`config.mk`:
```
export PLATFORM = sky130hd
export DESIGN_NAME = par_video_out
export DESIGN_NICKNAME = d
export VERILOG_FILES = /design/src/hdl/pix_out_pkg.sv /design/src/hdl/pin_sync.sv /design/src/hdl/pix_fifo.sv /design/src/hdl/par_video_out.sv
export SDC_FILE = /design/constraint.sdc
export NUM_CORES = 1
export LEC_CHECK = 0
export BUFFER_PORTS_ARGS = -buffer_cell sky130_fd_sc_hd__clkbuf_2
export CELL_PAD_IN_SITES_DETAIL_PLACEMENT = 0
export CELL_PAD_IN_SITES_GLOBAL_PLACEMENT = 2
export CORE_MARGIN = 2
export CORE_UTILIZATION = 36
export DETAILED_ROUTE_END_ITERATION = 8
export HOLD_SLACK_MARGIN = 0.15
export PLACE_DENSITY = 0.93
export SYNTH_ARGS = -nofsm -noshare
export SYNTH_HDL_FRONTEND = slang
export SYNTH_HIERARCHICAL = 1
export SYNTH_SLANG_ARGS = --single-unit
```
`constraint.sdc`:
```
create_clock -name clk_in -period 8.8 [get_ports clk_in]
set_input_delay 0.88 -clock clk_in [delete_from_list [all_inputs] [get_ports clk_in]]
set_output_delay 0.88 -clock clk_in [all_outputs]
set_load 0.02 [all_outputs]
```
`src/hdl/pix_out_pkg.sv`:
```
// Shared constants, register map and types for the parallel video output block.
package pix_out_pkg;

  // Data path widths.
  localparam int DATA_W = 12;
  localparam int LOW_W  = 10;
  localparam int WORD_W = DATA_W + 2;
  localparam int FIFO_DEPTH = 2;

  // Positions inside the buffered word.
  localparam int WD_LINE  = 12;
  localparam int WD_FRAME = 13;

  // Positions inside the synchronised pin vector.
  localparam int SV_MODE  = 0;
  localparam int SV_GP    = 2;
  localparam int SV_PIX   = 4;
  localparam int SV_LINE  = 16;
  localparam int SV_FRAME = 17;
  localparam int SV_CLK   = 18;
  localparam int SV_W     = 19;

  // Register byte offsets.
  localparam logic [7:0] ADDR_CTRL   = 8'h00;
  localparam logic [7:0] ADDR_STATUS = 8'h04;
  localparam logic [7:0] ADDR_DIV    = 8'h08;

  // Control register fields.
  localparam int CTRL_RUN  = 0;
  localparam int CTRL_EDGE = 1;
  localparam int CTRL_DIR  = 2;
  localparam int CTRL_GVAL = 4;
  localparam logic [5:0] CTRL_RESET = 6'h00;

  // Status register fields.
  localparam int ST_MODE  = 0;
  localparam int ST_GP    = 2;
  localparam int ST_LVIOL = 4;
  localparam int ST_FVIOL = 5;
  localparam int ST_LEVEL = 6;

  // Half period of the pixel clock in system clock cycles.
  localparam logic [7:0] DIV_RESET = 8'h0a;
  localparam logic [7:0] DIV_MIN   = 8'h01;

  // Sync toggles in 10-bit mode must be at least this many pixels apart.
  localparam int SYNC_WINDOW = 10;
  localparam logic [3:0] GAP_MIN = 4'(SYNC_WINDOW - 1);
  localparam logic [3:0] GAP_MAX = 4'h f;

  // Inactive upper outputs in 10-bit mode.
  localparam logic [1:0] UPPER_IDLE = 2'h0;

  // Mode pin decode; both codes with the high bit set select 10-bit mode.
  typedef enum logic [1:0] {
    MODE_LF12 = 2'b00,
    MODE_HF12 = 2'b01,
    MODE_10B  = 2'b10
  } mode_type;

  // Pixel clock phase, Gray coded along stop, low, high.
  typedef enum logic [1:0] {
    PH_STOP = 2'b00,
    PH_LOW  = 2'b01,
    PH_HIGH = 2'b11
  } phase_type;

endpackage

```
`src/hdl/pin_sync.sv`:
```
// Three-stage input synchroniser with agreement filter for pins from other domains.
`timescale 1ns/10ps
module pin_sync #(
  parameter int WIDTH = 1
) (
  input  wire logic             clk_in,
  input  wire logic             rst_n_in,
  input  wire logic [WIDTH-1:0] pin_in,
  output logic      [WIDTH-1:0] level_out
);

  if (WIDTH < 1) begin : g_check
    $error("pin_sync needs a width of at least one.");
  end

  typedef struct packed {
    logic [WIDTH-1:0] s1;
    logic [WIDTH-1:0] s2;
    logic [WIDTH-1:0] s3;
    logic [WIDTH-1:0] q;
  } sync_type;

  sync_type st;
  sync_type next_st;

  // A bit changes only once stages two and three agree, so a single late sample is ignored.
  always_comb begin
    next_st    = st;
    next_st.s1 = pin_in;
    next_st.s2 = st.s1;
    next_st.s3 = st.s2;
    next_st.q  = (~(st.s2 ^ st.s3) & st.s3) | ((st.s2 ^ st.s3) & st.q);
  end

  always_ff @(posedge clk_in) begin
    if (!rst_n_in) begin
      st <= '0;
    end else begin
      st <= next_st;
    end
  end

  assign level_out = st.q;

endmodule

```
`src/hdl/pix_fifo.sv`:
```
// Small first-in first-out buffer with valid and ready on both sides.
`timescale 1ns/10ps
module pix_fifo #(
  parameter int WIDTH = 14,
  parameter int DEPTH = 2
) (
  input  wire logic                       clk_in,
  input  wire logic                       rst_n_in,
  input  wire logic                       in_valid_in,
  output logic                            in_ready_out,
  input  wire logic [WIDTH-1:0]           in_data_in,
  output logic                            out_valid_out,
  input  wire logic                       out_ready_in,
  output logic      [WIDTH-1:0]           out_data_out,
  output logic      [$clog2(DEPTH+1)-1:0] level_out
);

  if (DEPTH < 2 || (DEPTH & (DEPTH - 1)) != 0) begin : g_check
    $error("pix_fifo depth must be a power of two, two or more.");
  end

  localparam int PW = $clog2(DEPTH);
  localparam int CW = $clog2(DEPTH + 1);

  typedef struct packed {
    logic [DEPTH-1:0][WIDTH-1:0] mem;
    logic [PW-1:0]               wp;
    logic [PW-1:0]               rp;
    logic [CW-1:0]               count;
  } fifo_type;

  fifo_type st;
  fifo_type next_st;
  logic     push;
  logic     pop;

  // Full and empty come straight from the count, so neither side is ever lied to.
  assign in_ready_out  = st.count != CW'(DEPTH);
  assign out_valid_out = st.count != '0;
  assign push          = in_valid_in && in_ready_out;
  assign pop           = out_valid_out && out_ready_in;

  always_comb begin
    next_st = st;
    if (push) begin
      next_st.mem[st.wp] = in_data_in;
      next_st.wp         = st.wp + PW'(1);
    end
    if (pop) begin
      next_st.rp = st.rp + PW'(1);
    end
    next_st.count = st.count + CW'(push) - CW'(pop);
  end

  always_ff @(posedge clk_in) begin
    if (!rst_n_in) begin
      st <= '0;
    end else begin
      st <= next_st;
    end
  end

  assign out_data_out = st.mem[st.rp];
  assign level_out    = st.count;

endmodule

```
`src/hdl/par_video_out.sv`:
```
// Parallel video output stage of a serial-link deserializer with register slave.
//
// Behaviour
// 10-bit mode drives data on bits 9..0 only.
// 12-bit modes drive data on all twelve bits.
// Source toggles line sync once per ten pixels.
// Source toggles frame sync once per ten pixels.
// 12-bit modes pass line sync raw.
// 12-bit modes pass frame sync raw.
// Register bit selects pixel clock strobe edge.
// Input-configured general pins forward to remote outputs.
// Output-configured general pins drive local register value.
// Mode comes from the mode-select pin.
// Data and syncs change together, stable at strobe.
// Unused upper bits stay constant in 10-bit mode.
`timescale 1ns/10ps
module par_video_out (
  input  wire logic        clk_in,
  input  wire logic        rst_n_in,
  input  wire logic        hsel_in,
  input  wire logic [31:0] haddr_in,
  input  wire logic [1:0]  htrans_in,
  input  wire logic        hwrite_in,
  input  wire logic [2:0]  hsize_in,
  input  wire logic [31:0] hwdata_in,
  input  wire logic        hready_in,
  output logic      [31:0] hrdata_out,
  output logic             hreadyout_out,
  output logic             hresp_out,
  input  wire logic        link_clk_in,
  input  wire logic [11:0] link_pixel_in,
  input  wire logic        link_line_sync_in,
  input  wire logic        link_frame_sync_in,
  output logic             link_ready_out,
  input  wire logic [1:0]  mode_sel_in,
  output logic      [11:0] par_pixel_out,
  output logic             line_sync_out,
  output logic             frame_sync_out,
  output logic             pclk_out,
  output logic             pix_valid_out,
  input  wire logic        pix_ready_in,
  input  wire logic [1:0]  gp_pins_low_in,
  output logic      [1:0]  gp_pins_low_out,
  output logic      [1:0]  gp_pins_low_oe_out,
  output logic      [1:0]  remote_gp_output_out
);

  localparam int LW = $clog2(pix_out_pkg::FIFO_DEPTH + 1);

  typedef struct packed {
    pix_out_pkg::phase_type          ph;
    logic [7:0]                      div_cnt;
    logic [7:0]                      half;
    logic                            run;
    logic                            edge_sel;
    logic [1:0]                      gdir;
    logic [1:0]                      gval;
    logic                            lclk_q;
    logic [pix_out_pkg::DATA_W-1:0]  pixel;
    logic                            lsync;
    logic                            fsync;
    logic                            valid;
    logic [1:0][3:0]                 gap;
    logic [1:0]                      viol;
    logic [1:0]                      remote;
    logic                            ahb_wr;
    logic [7:0]                      ahb_addr;
    logic [31:0]                     rdata;
  } state_type;

  state_type                        st;
  state_type                        next_st;
  logic [pix_out_pkg::SV_W-1:0]     pins;
  logic [pix_out_pkg::SV_W-1:0]     pins_sync;
  logic [pix_out_pkg::WORD_W-1:0]   fifo_in;
  logic [pix_out_pkg::WORD_W-1:0]   fifo_data;
  logic                             fifo_valid;
  logic [LW-1:0]                    fifo_level;
  logic                             link_rise;
  logic                             tick;
  logic                             launch;
  logic                             pop;
  logic                             mode10;
  logic [1:0]                       mode_now;
  logic [1:0]                       gp_sync;
  logic [1:0]                       sync_new;
  logic [1:0]                       sync_old;
  logic [1:0]                       w1c;
  logic                             addr_phase;

  // Every pin from outside the clock domain shares one filtered synchroniser.
  assign pins = {link_clk_in, link_frame_sync_in, link_line_sync_in,
                 link_pixel_in, gp_pins_low_in, mode_sel_in};

  pin_sync #(
    .WIDTH (pix_out_pkg::SV_W)
  ) u_sync (
    .clk_in    (clk_in),
    .rst_n_in  (rst_n_in),
    .pin_in    (pins),
    .level_out (pins_sync)
  );

  // The link word is taken on the filtered rising edge of the link clock.
  // Words arriving while the buffer is full are refused; link_ready_out tells the source.
  assign link_rise = pins_sync[pix_out_pkg::SV_CLK] && !st.lclk_q;
  assign fifo_in   = {pins_sync[pix_out_pkg::SV_FRAME], pins_sync[pix_out_pkg::SV_LINE],
                      pins_sync[pix_out_pkg::SV_PIX +: pix_out_pkg::DATA_W]};

  pix_fifo #(
    .WIDTH (pix_out_pkg::WORD_W),
    .DEPTH (pix_out_pkg::FIFO_DEPTH)
  ) u_fifo (
    .clk_in        (clk_in),
    .rst_n_in      (rst_n_in),
    .in_valid_in   (link_rise),
    .in_ready_out  (link_ready_out),
    .in_data_in    (fifo_in),
    .out_valid_out (fifo_valid),
    .out_ready_in  (pop),
    .out_data_out  (fifo_data),
    .level_out     (fifo_level)
  );

  // Mode decode from the pin; codes 2 and 3 both mean 10-bit.
  assign mode_now = pins_sync[pix_out_pkg::SV_MODE +: 2];
  assign mode10   = mode_now[1];
  assign gp_sync  = pins_sync[pix_out_pkg::SV_GP +: 2];

  // Half-period divider; tick is a one-cycle enable and the pixel clock is a level decoded from the phase, not a second clock.
  assign tick   = st.ph != pix_out_pkg::PH_STOP && st.div_cnt >= st.half - 8'h01;
  // A launch is the move into the low phase, away from the strobe edge.
  assign launch = (st.ph == pix_out_pkg::PH_STOP && st.run) ||
                  (st.ph == pix_out_pkg::PH_HIGH && tick && st.run);
  assign pop    = launch && fifo_valid && pix_ready_in;

  assign sync_new = {fifo_data[pix_out_pkg::WD_FRAME], fifo_data[pix_out_pkg::WD_LINE]};
  assign sync_old = {st.fsync, st.lsync};

  assign addr_phase = hsel_in && hready_in && htrans_in[1];
  assign w1c = (st.ahb_wr && st.ahb_addr == pix_out_pkg::ADDR_STATUS) ?
               {hwdata_in[pix_out_pkg::ST_FVIOL], hwdata_in[pix_out_pkg::ST_LVIOL]} : 2'b00;

  // Next-state logic for the whole block.
  always_comb begin
    next_st        = st;
    next_st.lclk_q = pins_sync[pix_out_pkg::SV_CLK];

    // Phase sequencing: low then high, leaving only at the end of a high phase.
    next_st.div_cnt = tick ? 8'h00 : st.div_cnt + 8'h01;
    case (st.ph)
      pix_out_pkg::PH_STOP: begin
        next_st.div_cnt = 8'h00;
        if (st.run) begin
          next_st.ph = pix_out_pkg::PH_LOW;
        end
      end
      pix_out_pkg::PH_LOW: begin
        if (tick) begin
          next_st.ph = pix_out_pkg::PH_HIGH;
        end
      end
      pix_out_pkg::PH_HIGH: begin
        if (tick) begin
          next_st.ph = st.run ? pix_out_pkg::PH_LOW : pix_out_pkg::PH_STOP;
        end
      end
      default: begin
        next_st.ph = pix_out_pkg::PH_STOP;
      end
    endcase

    // Pixel, line and frame sync are loaded in one step at a launch. //
    if (launch) begin
      next_st.valid = pop;
    end
    if (pop) begin
      next_st.pixel = fifo_data[pix_out_pkg::DATA_W-1:0];
      if (mode10) begin
        next_st.pixel[pix_out_pkg::DATA_W-1:pix_out_pkg::LOW_W] = pix_out_pkg::UPPER_IDLE;
      end
      next_st.lsync = sync_new[0];
      next_st.fsync = sync_new[1];
    end

    // Sync spacing watch; the source owns the limit, this only reports it.
    // The clear is applied first, so a violation in the same cycle wins over it.
    for (int i = 0; i < 2; i++) begin
      if (w1c[i]) begin
        next_st.viol[i] = 1'b0;
      end
      if (pop && sync_new[i] != sync_old[i]) begin
        next_st.gap[i] = 4'h0;
        if (mode10 && st.gap[i] < pix_out_pkg::GAP_MIN) begin
          next_st.viol[i] = 1'b1;
        end
      end else if (pop && st.gap[i] != pix_out_pkg::GAP_MAX) begin
        next_st.gap[i] = st.gap[i] + 4'h1;
      end
    end

    // General pins in input role forward their level across the link. //
    next_st.remote = gp_sync & ~st.gdir;

    // Register writes land in the data phase.
    if (st.ahb_wr && st.ahb_addr == pix_out_pkg::ADDR_CTRL) begin
      next_st.run      = hwdata_in[pix_out_pkg::CTRL_RUN];
      next_st.edge_sel = hwdata_in[pix_out_pkg::CTRL_EDGE];
      next_st.gdir     = hwdata_in[pix_out_pkg::CTRL_DIR +: 2];
      next_st.gval     = hwdata_in[pix_out_pkg::CTRL_GVAL +: 2];
    end
    if (st.ahb_wr && st.ahb_addr == pix_out_pkg::ADDR_DIV) begin
      next_st.half = (hwdata_in[7:0] == 8'h00) ? pix_out_pkg::DIV_MIN : hwdata_in[7:0];
    end

    // Address phase; read data is built from next values so a write just before is seen.
    next_st.ahb_wr = addr_phase && hwrite_in;
    if (addr_phase) begin
      next_st.ahb_addr = haddr_in[7:0];
    end
    if (addr_phase && !hwrite_in) begin
      next_st.rdata = 32'h0000_0000;
      case (haddr_in[7:0])
        pix_out_pkg::ADDR_CTRL: begin
          next_st.rdata[pix_out_pkg::CTRL_RUN]       = next_st.run;
          next_st.rdata[pix_out_pkg::CTRL_EDGE]      = next_st.edge_sel;
          next_st.rdata[pix_out_pkg::CTRL_DIR +: 2]  = next_st.gdir;
          next_st.rdata[pix_out_pkg::CTRL_GVAL +: 2] = next_st.gval;
        end
        pix_out_pkg::ADDR_STATUS: begin
          next_st.rdata[pix_out_pkg::ST_MODE +: 2]   = mode_now;
          next_st.rdata[pix_out_pkg::ST_GP +: 2]     = gp_sync;
          next_st.rdata[pix_out_pkg::ST_LVIOL]       = next_st.viol[0];
          next_st.rdata[pix_out_pkg::ST_FVIOL]       = next_st.viol[1];
          next_st.rdata[pix_out_pkg::ST_LEVEL +: LW] = fifo_level;
        end
        pix_out_pkg::ADDR_DIV: begin
          next_st.rdata[7:0] = next_st.half;
        end
        default: begin
          next_st.rdata = 32'h0000_0000;
        end
      endcase
    end
  end

  // State register with synchronous reset.
  always_ff @(posedge clk_in) begin
    if (!rst_n_in) begin
      st          <= '0;
      st.ph       <= pix_out_pkg::PH_STOP;
      st.half     <= pix_out_pkg::DIV_RESET;
      st.run      <= pix_out_pkg::CTRL_RESET[pix_out_pkg::CTRL_RUN];
      st.edge_sel <= pix_out_pkg::CTRL_RESET[pix_out_pkg::CTRL_EDGE];
      st.gap      <= {pix_out_pkg::GAP_MAX, pix_out_pkg::GAP_MAX};
    end else begin
      st <= next_st;
    end
  end

  // Zero-wait slave that always answers OKAY.
  assign hrdata_out    = st.rdata;
  assign hreadyout_out = 1'b1;
  assign hresp_out     = 1'b0;

  // Outputs come from flip-flops; the strobe edge is picked by inverting the phase. //
  assign par_pixel_out        = st.pixel;
  assign line_sync_out        = st.lsync;
  assign frame_sync_out       = st.fsync;
  assign pix_valid_out        = st.valid;
  assign pclk_out             = (st.ph == pix_out_pkg::PH_HIGH) ^ st.edge_sel;
  assign gp_pins_low_oe_out   = st.gdir;
  assign gp_pins_low_out      = st.gval;
  assign remote_gp_output_out = st.remote;
endmodule

```
Word level (Yosys, flattened, before mapping)
Cells that the tools add are included.
{ "word_totals": {"regBits": 177, "input_bits": 94, "out_inout_bits": 57, "elab_cells": 128} }
{ "classes": {"addsub": 8, "order_cmp": 6, "n_eq_ne": 14, "n_mux": 27, "n_bitwise": 9, "reduce_logical": 36} }
{ "op_table": {"columns": ["cell", "count"], "rows": [
  ["14-bit two-way mux", 3],
  ["19-bit AND", 2],
  ["28-bit bitwise mux", 1],
  ["8-bit zero test", 3],
  ["1-bit logical AND", 23],
  ["19-bit inverter", 1],
  ["19-bit bitwise OR", 1],
  ["19-bit XOR", 1],
  ["6-bit one-hot mux with 3 select lines", 1],
  ["8-bit by 3-bit equality test with 1-bit output (second input constant)", 2],
  ["8-bit by 4-bit equality test with 1-bit output (second input constant)", 2],
  ["4-bit two-way mux", 4],
  ["8-bit two-way mux", 2],
  ["14-bit demux with 1-bit select", 1],
  ["2-bit two-way mux", 5],
  ["4-bit by 1-bit adder with 4-bit output (second input constant)", 2],
  ["8-bit by 1-bit adder with 8-bit output (second input constant)", 1],
  ["8-bit >= comparator", 1],
  ["4-bit less-than comparator (second input constant)", 2],
  ["2-bit != test (second input constant)", 4],
  ["4-bit != test (second input constant)", 2],
  ["2-bit nonzero test", 4],
  ["8-bit by 1-bit subtractor with 8-bit output (second input constant)", 1],
  ["1-bit two-way mux", 7],
  ["other kinds (20)", 24]
]} }

Longest topological paths before layout
Gate-level depths: netlist of run 1.
{ "depth": {"word_depth": 11, "mapped_depth": 17, "mapped_depth_nobuf": 16} }

Modules after synthesis
The synthesis of run 1 kept the hierarchy.
{ "modules_own_cells": {"columns": ["module", "instances", "cells_per_inst", "area_per_inst_um2", "seq_area_each_um2"], "rows": [
  ["par_video_out", 1, 431, 3737.3, 1381.3],
  ["pin_sync", 1, 217, 2437.3, 1521.5],
  ["pix_fifo", 1, 181, 1632.8, 640.6]
]} }

Least setup slack after synthesis of run 1
Ideal clock, no wire load.
{ "synth_timing": {"path_type": "reg-to-reg", "from": "register st[75] in the netlist's numbering", "to": "register u_fifo.st, in the netlist u_fifo/level_out[0]", "setup_ns": 0.115, "arrival_ns": 2.753, "required_ns": 8.685, "slack_ns": 5.932, "stages_incl_launch_ff": 16, "n_path_buf": 1, "synth_period_minus_slack_ns": 2.868, "cell_sequence": "dfxtp_1 inv_1 ha_1 xnor2_1 ha_1 a211oi_1 o21ai_1 a2111o_1 nand2_2 inv_2 buf_2 nand3_1 o21ai_0 nor2_1 ha_1 and2_1"} }
{ "synth_lines": {"columns": ["item", "line_no", "source"], "rows": [
  ["start: declaration", "par_video_out.sv:71", "state_type st;"],
  ["start signal: assignment", "par_video_out.sv:257", "st <= next_st;"],
  ["end signal: assignment", "pix_fifo.sv:59", "st <= next_st;"],
  ["end: declaration", "pix_fifo.sv:32", "fifo_type st;"]
]} }

==> results.md, run 1 <==
* Max cap viols at 0
* CTS root buffer: clkbuf_16
* Grt ovf at 0
* Sequential Power Share at 49.2%
* Hold Vio Cnt, Final at 0
* Iteration-0 DRC Markers at 242
* Switching Fraction at 26.0%
* Final period util at 38.1%
* Synth Register Bits at 177
* Vias per cell at 4.69
* Clk_lat worst skew at 0.45 ns
* Pins Over Slew Limit at 0
* P_int at 1.23 mW
* Crit path max-delay family: compound AO/OA/AOI/OAI gates
* Ports at 151
* Num Clock Sinks at 177
* H-Tree Depth at 4
* CP most frequent cell: ha_1
* Synthesized area at 7810 um2
* End-of-flow core utilization at 40.0%
* Post-CTS Resized at 0
* Async S/R FF share, synth at 0%
* Drt drc at 0
* # fillers at 2093
* Req. time, crit path at 9.13 ns
* Top post-synthesis cells by area: dfxtp_1 (45%), buf_4 (7.8%), and2_1 (5.0%)
* Worst-path clk slew at 0.08 ns
* Switching power at 0.433 mW
* Full die area at 22900 um2
* Static leakage power at 3.22 nW
* Via Count at 5239
* Post-synthesis sequential area ratio at 45.4%
* Chip width at 151 um
* Initial Util at 36.9%
* TritonCTS clock tree: done
* HPWL Detailed at 10000 um
* Routed Antenna Nets at 0
* Worst-path maximum fanout at 27
* Gate power share at 3.1%
* Routed WL per cell at 13.5 um
* Crit-path max cell delay at 0.43 ns
* Row cnt at 53
* DR pass1 iterations at 4
* Routed wire length at 15100 um
* Hold-fix buffers, CTS at 0
* Clock share of power at 47.7%
* Vias in the first global route at 4823
* Status: completed
* Critical-path cell list: inv_1, ha_1, xnor2_1, ha_1, a211oi_1, o21ai_1, a2111o_1, nand2_2, inv_2, nand3_1, o21ai_0, nor2_1, ha_1, and2_1
* Final Critical Period at 3.35 ns
* First-pass GRT wire length at 24700 um
* CTS Buf Count at 17
* Total Routing Usage GR at 13.7%
* Multi-input logic area at 3490 um2
* Library cells used by synthesis at 54
* Crit path launch type: flop
* Sequential cell area at 3540 um2
* Maximum vdd drop at 0.121 mV
* Cells after Synth at 829
* CP Buf/Inv Count at 2
* Yosys top cell by area: dfxtp_1
* Area grow syn2layout at 8.46%
* Critical path's slowest cell: a2111o_1
* Initial antenna violation count at 0
* Slew headroom at 12.8%
* CP Capture Type: flop
* Antenna cells at 0
* Share of cells above drive strength 1 at 17.7%
* Ys flop type: dfxtp_1
* Pwr/cell area at 197 nW/um2
* Mean Syn Cell Area at 9.42 um2
* Setup TNS at 0 ns
* Core area at 21200 um2
* Placer Congestion at 0.755
* WS Path Type: reg2reg
* RSZ-0062 raised after global routing: false
* Hold WC Path Type: reg2reg
* Die Height at 151 um
* Syn. warnings at 6
* Layout Skew at 0.0226 ns
* Port Buffers at 72
* Post-synth EDFFs at 0
* Final setup fails at 0
* WHS at 0.435 ns
* Fmax at 298 MHz
* Yosys top cell area share at 45.4%
* # Post-CTS Setup Buffers at 0
* Clock Tree Buf Depth at 2
* Largest net degree at the start of global routing at 96
* Least-Margin Pin Slew at 1.30 ns
* Nets@finish at 938
* Worst EP arrival at 3.69 ns
[final timing paths]
path                 startpoint             endpoint  slack, ns  cells past startpoint
max                      st[75]  u_fifo/level_out[0]       5.45                     14
min reg2reg  u_sync/next_st[44]   u_sync/next_st[25]       0.44                      1
max reg2reg              st[75]  u_fifo/level_out[0]       5.45                     14
min          u_sync/next_st[44]   u_sync/next_st[25]       0.44                      1
[metrics by stage]
step / instances / setup WS [ns] / cell area [um2] / total power [mW]
2_1_floorplan: 853 / 5.93 / 7900 / 0.883
3_3_place_gp: 1085 / 5.43 / 7820 / 0.890
3_5_place_dp: 1085 / 5.41 / 7820 / 0.890
4_1_cts: 1117 / 5.39 / 8470 / 1.69
5_1_grt: 1117 / 5.19 / 8470 / 1.73
6_report: 1117 / 5.45 / 8470 / 1.66
[metal layers]
layer,up-vias,GRT usage (%),share of wire (%)
met1,2353,19.2,50
met5,-,0,0
met4,0,5.75,1.9
li1,2779,-,-
met3,17,3.34,3.8
met2,90,20.0,44
[cell usage in the layout (no fill, tap or decap), types with 15 or more instances in the layout]
master     Yosys  routed
ha_1          15      15
a21boi_0      19      19
mux2i_1       24      24
o21ai_0       50      50
a21oi_1       47      47
o31ai_1       28      28
nand4_1       31      31
clkbuf_2       0      71
clkbuf_16      0      17
nand3_1       20      20
conb_1         2      26
dfxtp_1      177     177
nand2_1       60      60
nor2b_1       30      29
nor2_1        26      26
and2_1        62      62
[synth_stat cells, drive strengths merged (24+ instances only)]
| master | count |
|---|---|
| nand4 | 31 |
| dfxtp | 177 |
| nor2b | 31 |
| a21boi | 32 |
| buf | 102 |
| nor2 | 27 |
| a21oi | 47 |
| mux2i | 24 |
| o21ai | 52 |
| nand2 | 63 |
| and2 | 62 |
| o31ai | 28 |
[power groups by stage]
stage	clock (mW)	sequential (mW)	combinational, mW
3_3_place_gp	0	0.837	0.0522
5_1_grt	0.850	0.820	0.0579
2_1_floorplan	0	0.836	0.0472
6_report	0.794	0.819	0.0520
4_1_cts	0.823	0.819	0.0525
3_5_place_dp	0	0.838	0.0524
[kinds of logic (layout without fill, tap and decap cells)]
family | after synthesis | count (layout) | synth area share [%]
compound gates | 182 | 182 | 15.2
xor+xnor | 19 | 19 | 2.13
fa+ha+maj | 15 | 15 | 2.40
buf+inv | 134 | 123 | 11.1
flops | 177 | 177 | 45.4
mux | 38 | 38 | 5.10
other cells | 2 | 26 | 0.0962
simple gates | 262 | 262 | 18.5
[area by class of cell]
class,instances,area share (%)
sequential,177,41.8
multi-input combinational,542,41.2
clock buffer,17,5.02
timing repair buffer,75,4.55
tap,275,4.06
clock inverter,15,2.63
inverter,16,0.709
Note: power is estimated with default switching activity, not from simulation.
==> run 2: changes to the inputs <==
- CORE_UTILIZATION: 36 -> 30
- PLACE_DENSITY: 0.93 -> 0.84
- clock period: 8.8 -> 3 ns (I/O delays scaled with it)
==> results.md, run 2 (synthesis results as in run 1) <==
* TritonCTS clock tree: done (unchanged)
* First-pass GRT wire length at 25800 um (was 24700 um)
* Routed wire length at 15700 um (was 15100 um)
* Num Clock Sinks at 177 (unchanged)
* # Post-CTS Setup Buffers at 0 (unchanged)
* Commonest non-fill, non-tap cell in the layout: dfxtp_1 (unchanged)
* Worst-path maximum fanout at 6 (was 27)
* Routed WL per cell at 13.0 um (was 13.5 um)
* Ports at 151 (unchanged)
* Largest net degree at the start of global routing at 63 (was 96)
* Total Routing Usage GR at 11.9% (was 13.7%)
* Crit-path max cell delay at 0.45 ns (was 0.43 ns)
* Worst-path clk slew at 0.08 ns (about the same)
* Max cap viols at 0 (unchanged)
* CP Capture Type: flop (unchanged)
* Total chip power at 4.96 mW (was 1.66 mW)
* End of the critical path: u_fifo/level_out[0] (unchanged)
* CTS Buf Count at 17 (unchanged)
* Req. time, crit path at 3.32 ns (was 9.13 ns)
* CP most frequent cell: ha_1 (unchanged)
* Via Count at 5463 (was 5239)
* Critical-path cell list: inv_1, ha_1, xnor2_2, ha_1, a211oi_1, o21ai_1, a2111o_1, nand2_2, inv_2, nand3_1, o21ai_0, nor2_1, ha_1, and2_1 (was inv_1, ha_1, xnor2_1, ha_1, a211oi_1, o21ai_1, a2111o_1, nand2_2, inv_2, nand3_1, o21ai_0, nor2_1, ha_1, and2_1)
* Grt ovf at 0 (unchanged)
* Drt drc at 0 (unchanged)
* Fmax at 360 MHz (was 298 MHz)
* Sequential Power Share at 48.4% (was 49.2%)
* Switching Fraction at 26.3% (was 26.0%)
* Switching power at 1.30 mW (was 0.433 mW)
* Critical path's slowest cell: a2111o_1 (unchanged)
* Most frequent cells in the layout: dfxtp_1 (175), clkbuf_2 (71), and2_1 (62) (was dfxtp_1 (177), clkbuf_2 (71), and2_1 (62))
* Placer Congestion at 0.727 (was 0.755)
* DR pass1 iterations at 4 (unchanged)
* CP Buf/Inv Count at 2 (unchanged)
* Full die area at 27300 um2 (was 22900 um2)
* Gate power share at 3.7% (was 3.1%)
* Final setup fails at 0 (unchanged)
* Static leakage power at 3.38 nW (was 3.22 nW)
* Final period util at 92.7% (was 38.1%)
* Hold Vio Cnt, Final at 0 (unchanged)
* Worst EP arrival at 3.10 ns (was 3.69 ns)
* Crit path max-delay family: compound AO/OA/AOI/OAI gates (unchanged)
* Maximum vdd drop at 0.301 mV (was 0.121 mV)
* Initial antenna violation count at 0 (unchanged)
* Slew headroom at 34.0% (was 12.8%)
* End-of-flow core utilization at 34.5% (was 40.0%)
* CP Depth at 14 (unchanged)
* Pins Over Slew Limit at 0 (unchanged)
* WS Path Type: reg2reg (unchanged)
* Clock Tree Buf Depth at 2 (unchanged)
* Initial Util at 30.2% (was 36.9%)
* Share of cells above drive strength 1 at 18.6% (was 17.7%)
* Worst reg2reg setup slack at 0.22 ns (was 5.45 ns)
* Critical Path Start: st[75] (unchanged)
* Reg-to-reg endpoint: u_fifo/level_out[0] (unchanged)
* Hold WC Path Type: in2reg (was reg2reg)
* HPWL Detailed at 10700 um (was 10000 um)
* Die Height at 165 um (was 151 um)
* Clock share of power at 47.9% (was 47.7%)
* Vias per cell at 4.51 (was 4.69)
* Reg2reg path depth at 14 (unchanged)
* Least-Margin Pin Slew at 0.989 ns (was 1.30 ns)
* Status: completed (unchanged)
* Core area at 25800 um2 (was 21200 um2)
* P_int at 3.65 mW (was 1.23 mW)
* Pwr/cell area at 557 nW/um2 (was 197 nW/um2)
* Iteration-0 DRC Markers at 259 (was 242)
* Crit Reg-Reg Startpoint: st[75] (unchanged)
* Layout Skew at 0.0126 ns (was 0.0226 ns)
* Clk_lat worst skew at 0.43 ns (was 0.45 ns)
* Nets@finish at 973 (was 938)
* Final Critical Period at 2.78 ns (was 3.35 ns)
* Antenna cells at 0 (unchanged)
* Port Buffers at 72 (unchanged)
* Chip width at 165 um (was 151 um)
* CTS root buffer: clkbuf_16 (unchanged)
* Crit path launch type: flop (unchanged)
* Routed Antenna Nets at 0 (unchanged)
* Row cnt at 59 (was 53)
* Vias in the first global route at 4936 (was 4823)
* H-Tree Depth at 4 (unchanged)
* Area grow syn2layout at 14.0% (was 8.46%)
## run 2: cell type report
type / instances / area, um2
Multi-Input combinational cell: 542 / 3510
Timing Repair Buffer: 110 / 713
Tap cell: 335 / 419
Sequential cell: 177 / 3550
Clock buffer: 17 / 425
Clock inverter: 15 / 228
Fill cell: 2678 / 16900
Inverter: 16 / 60.1
## run 2: per-stage QoR
step / setup TNS [ns] / cells / setup WS, ns / hold slack (ns) / instance area (um2)
3_3_place_gp: 0 / 1154 / 0.152 / 0.417 / 7960
3_5_place_dp: 0 / 1154 / 0.166 / 0.417 / 7960
5_1_grt: -0.0103 / 1212 / -0.0103 / 0.175 / 8900
4_1_cts: 0 / 1212 / 0.146 / 0.172 / 8880
2_1_floorplan: 0 / 853 / 0.132 / 0.411 / 7900
6_report: 0 / 1212 / 0.219 / 0.181 / 8900
## run 2: repair_timing
item                                   CTS  global route
gates resized for setup                  0             6
endpoints found under the hold margin   26             0
hold buffers                            26             0
setup endpoints to repair                0             3
## run 2: worst min-delay path by stage
stage | from | endpoint | slack [ns] | cells after the start
global route | hwrite_in | st[40] | 0.17 | 2
floorplan | gp_pins_low_oe_out[0] | remote_gp_output_out[0] | 0.41 | 1
detailed placement | u_sync/next_st[51] | u_sync/next_st[32] | 0.42 | 1
finish | hwrite_in | st[40] | 0.18 | 2
CTS | hwrite_in | st[40] | 0.17 | 2
global placement | u_sync/next_st[51] | u_sync/next_st[32] | 0.42 | 1
## run 2: worst register-to-register path, stage by stage (launching register included)
cell and delay [ns]:
dfxtp_4 0.37, inv_1 0.06, ha_1 0.25, xnor2_2 0.15, ha_1 0.29, a211oi_1 0.23, o21ai_1 0.13, a2111o_1 0.45
nand2_2 0.08, inv_2 0.06, nand3_1 0.06, o21ai_0 0.08, nor2_1 0.11, ha_1 0.22, and2_1 0.15
## run 2: power by group through the flow
stage | clock, mW | combinational [mW] | sequential, mW
3_5_place_dp | 0 | 0.158 | 2.46
3_3_place_gp | 0 | 0.158 | 2.46
2_1_floorplan | 0 | 0.138 | 2.45
4_1_cts | 2.45 | 0.184 | 2.40
5_1_grt | 2.54 | 0.203 | 2.41
6_report | 2.37 | 0.183 | 2.40
## run 2: metal layers
metal	wire, um	vias up	track usage (%)	part of all wire, %
li1	-	2844	-	-
met1	8130	2496	17.2	52
met2	6770	107	17.5	43
met3	636	16	2.75	4.0
met4	177	0	3.68	1.1
met5	0	-	0	0
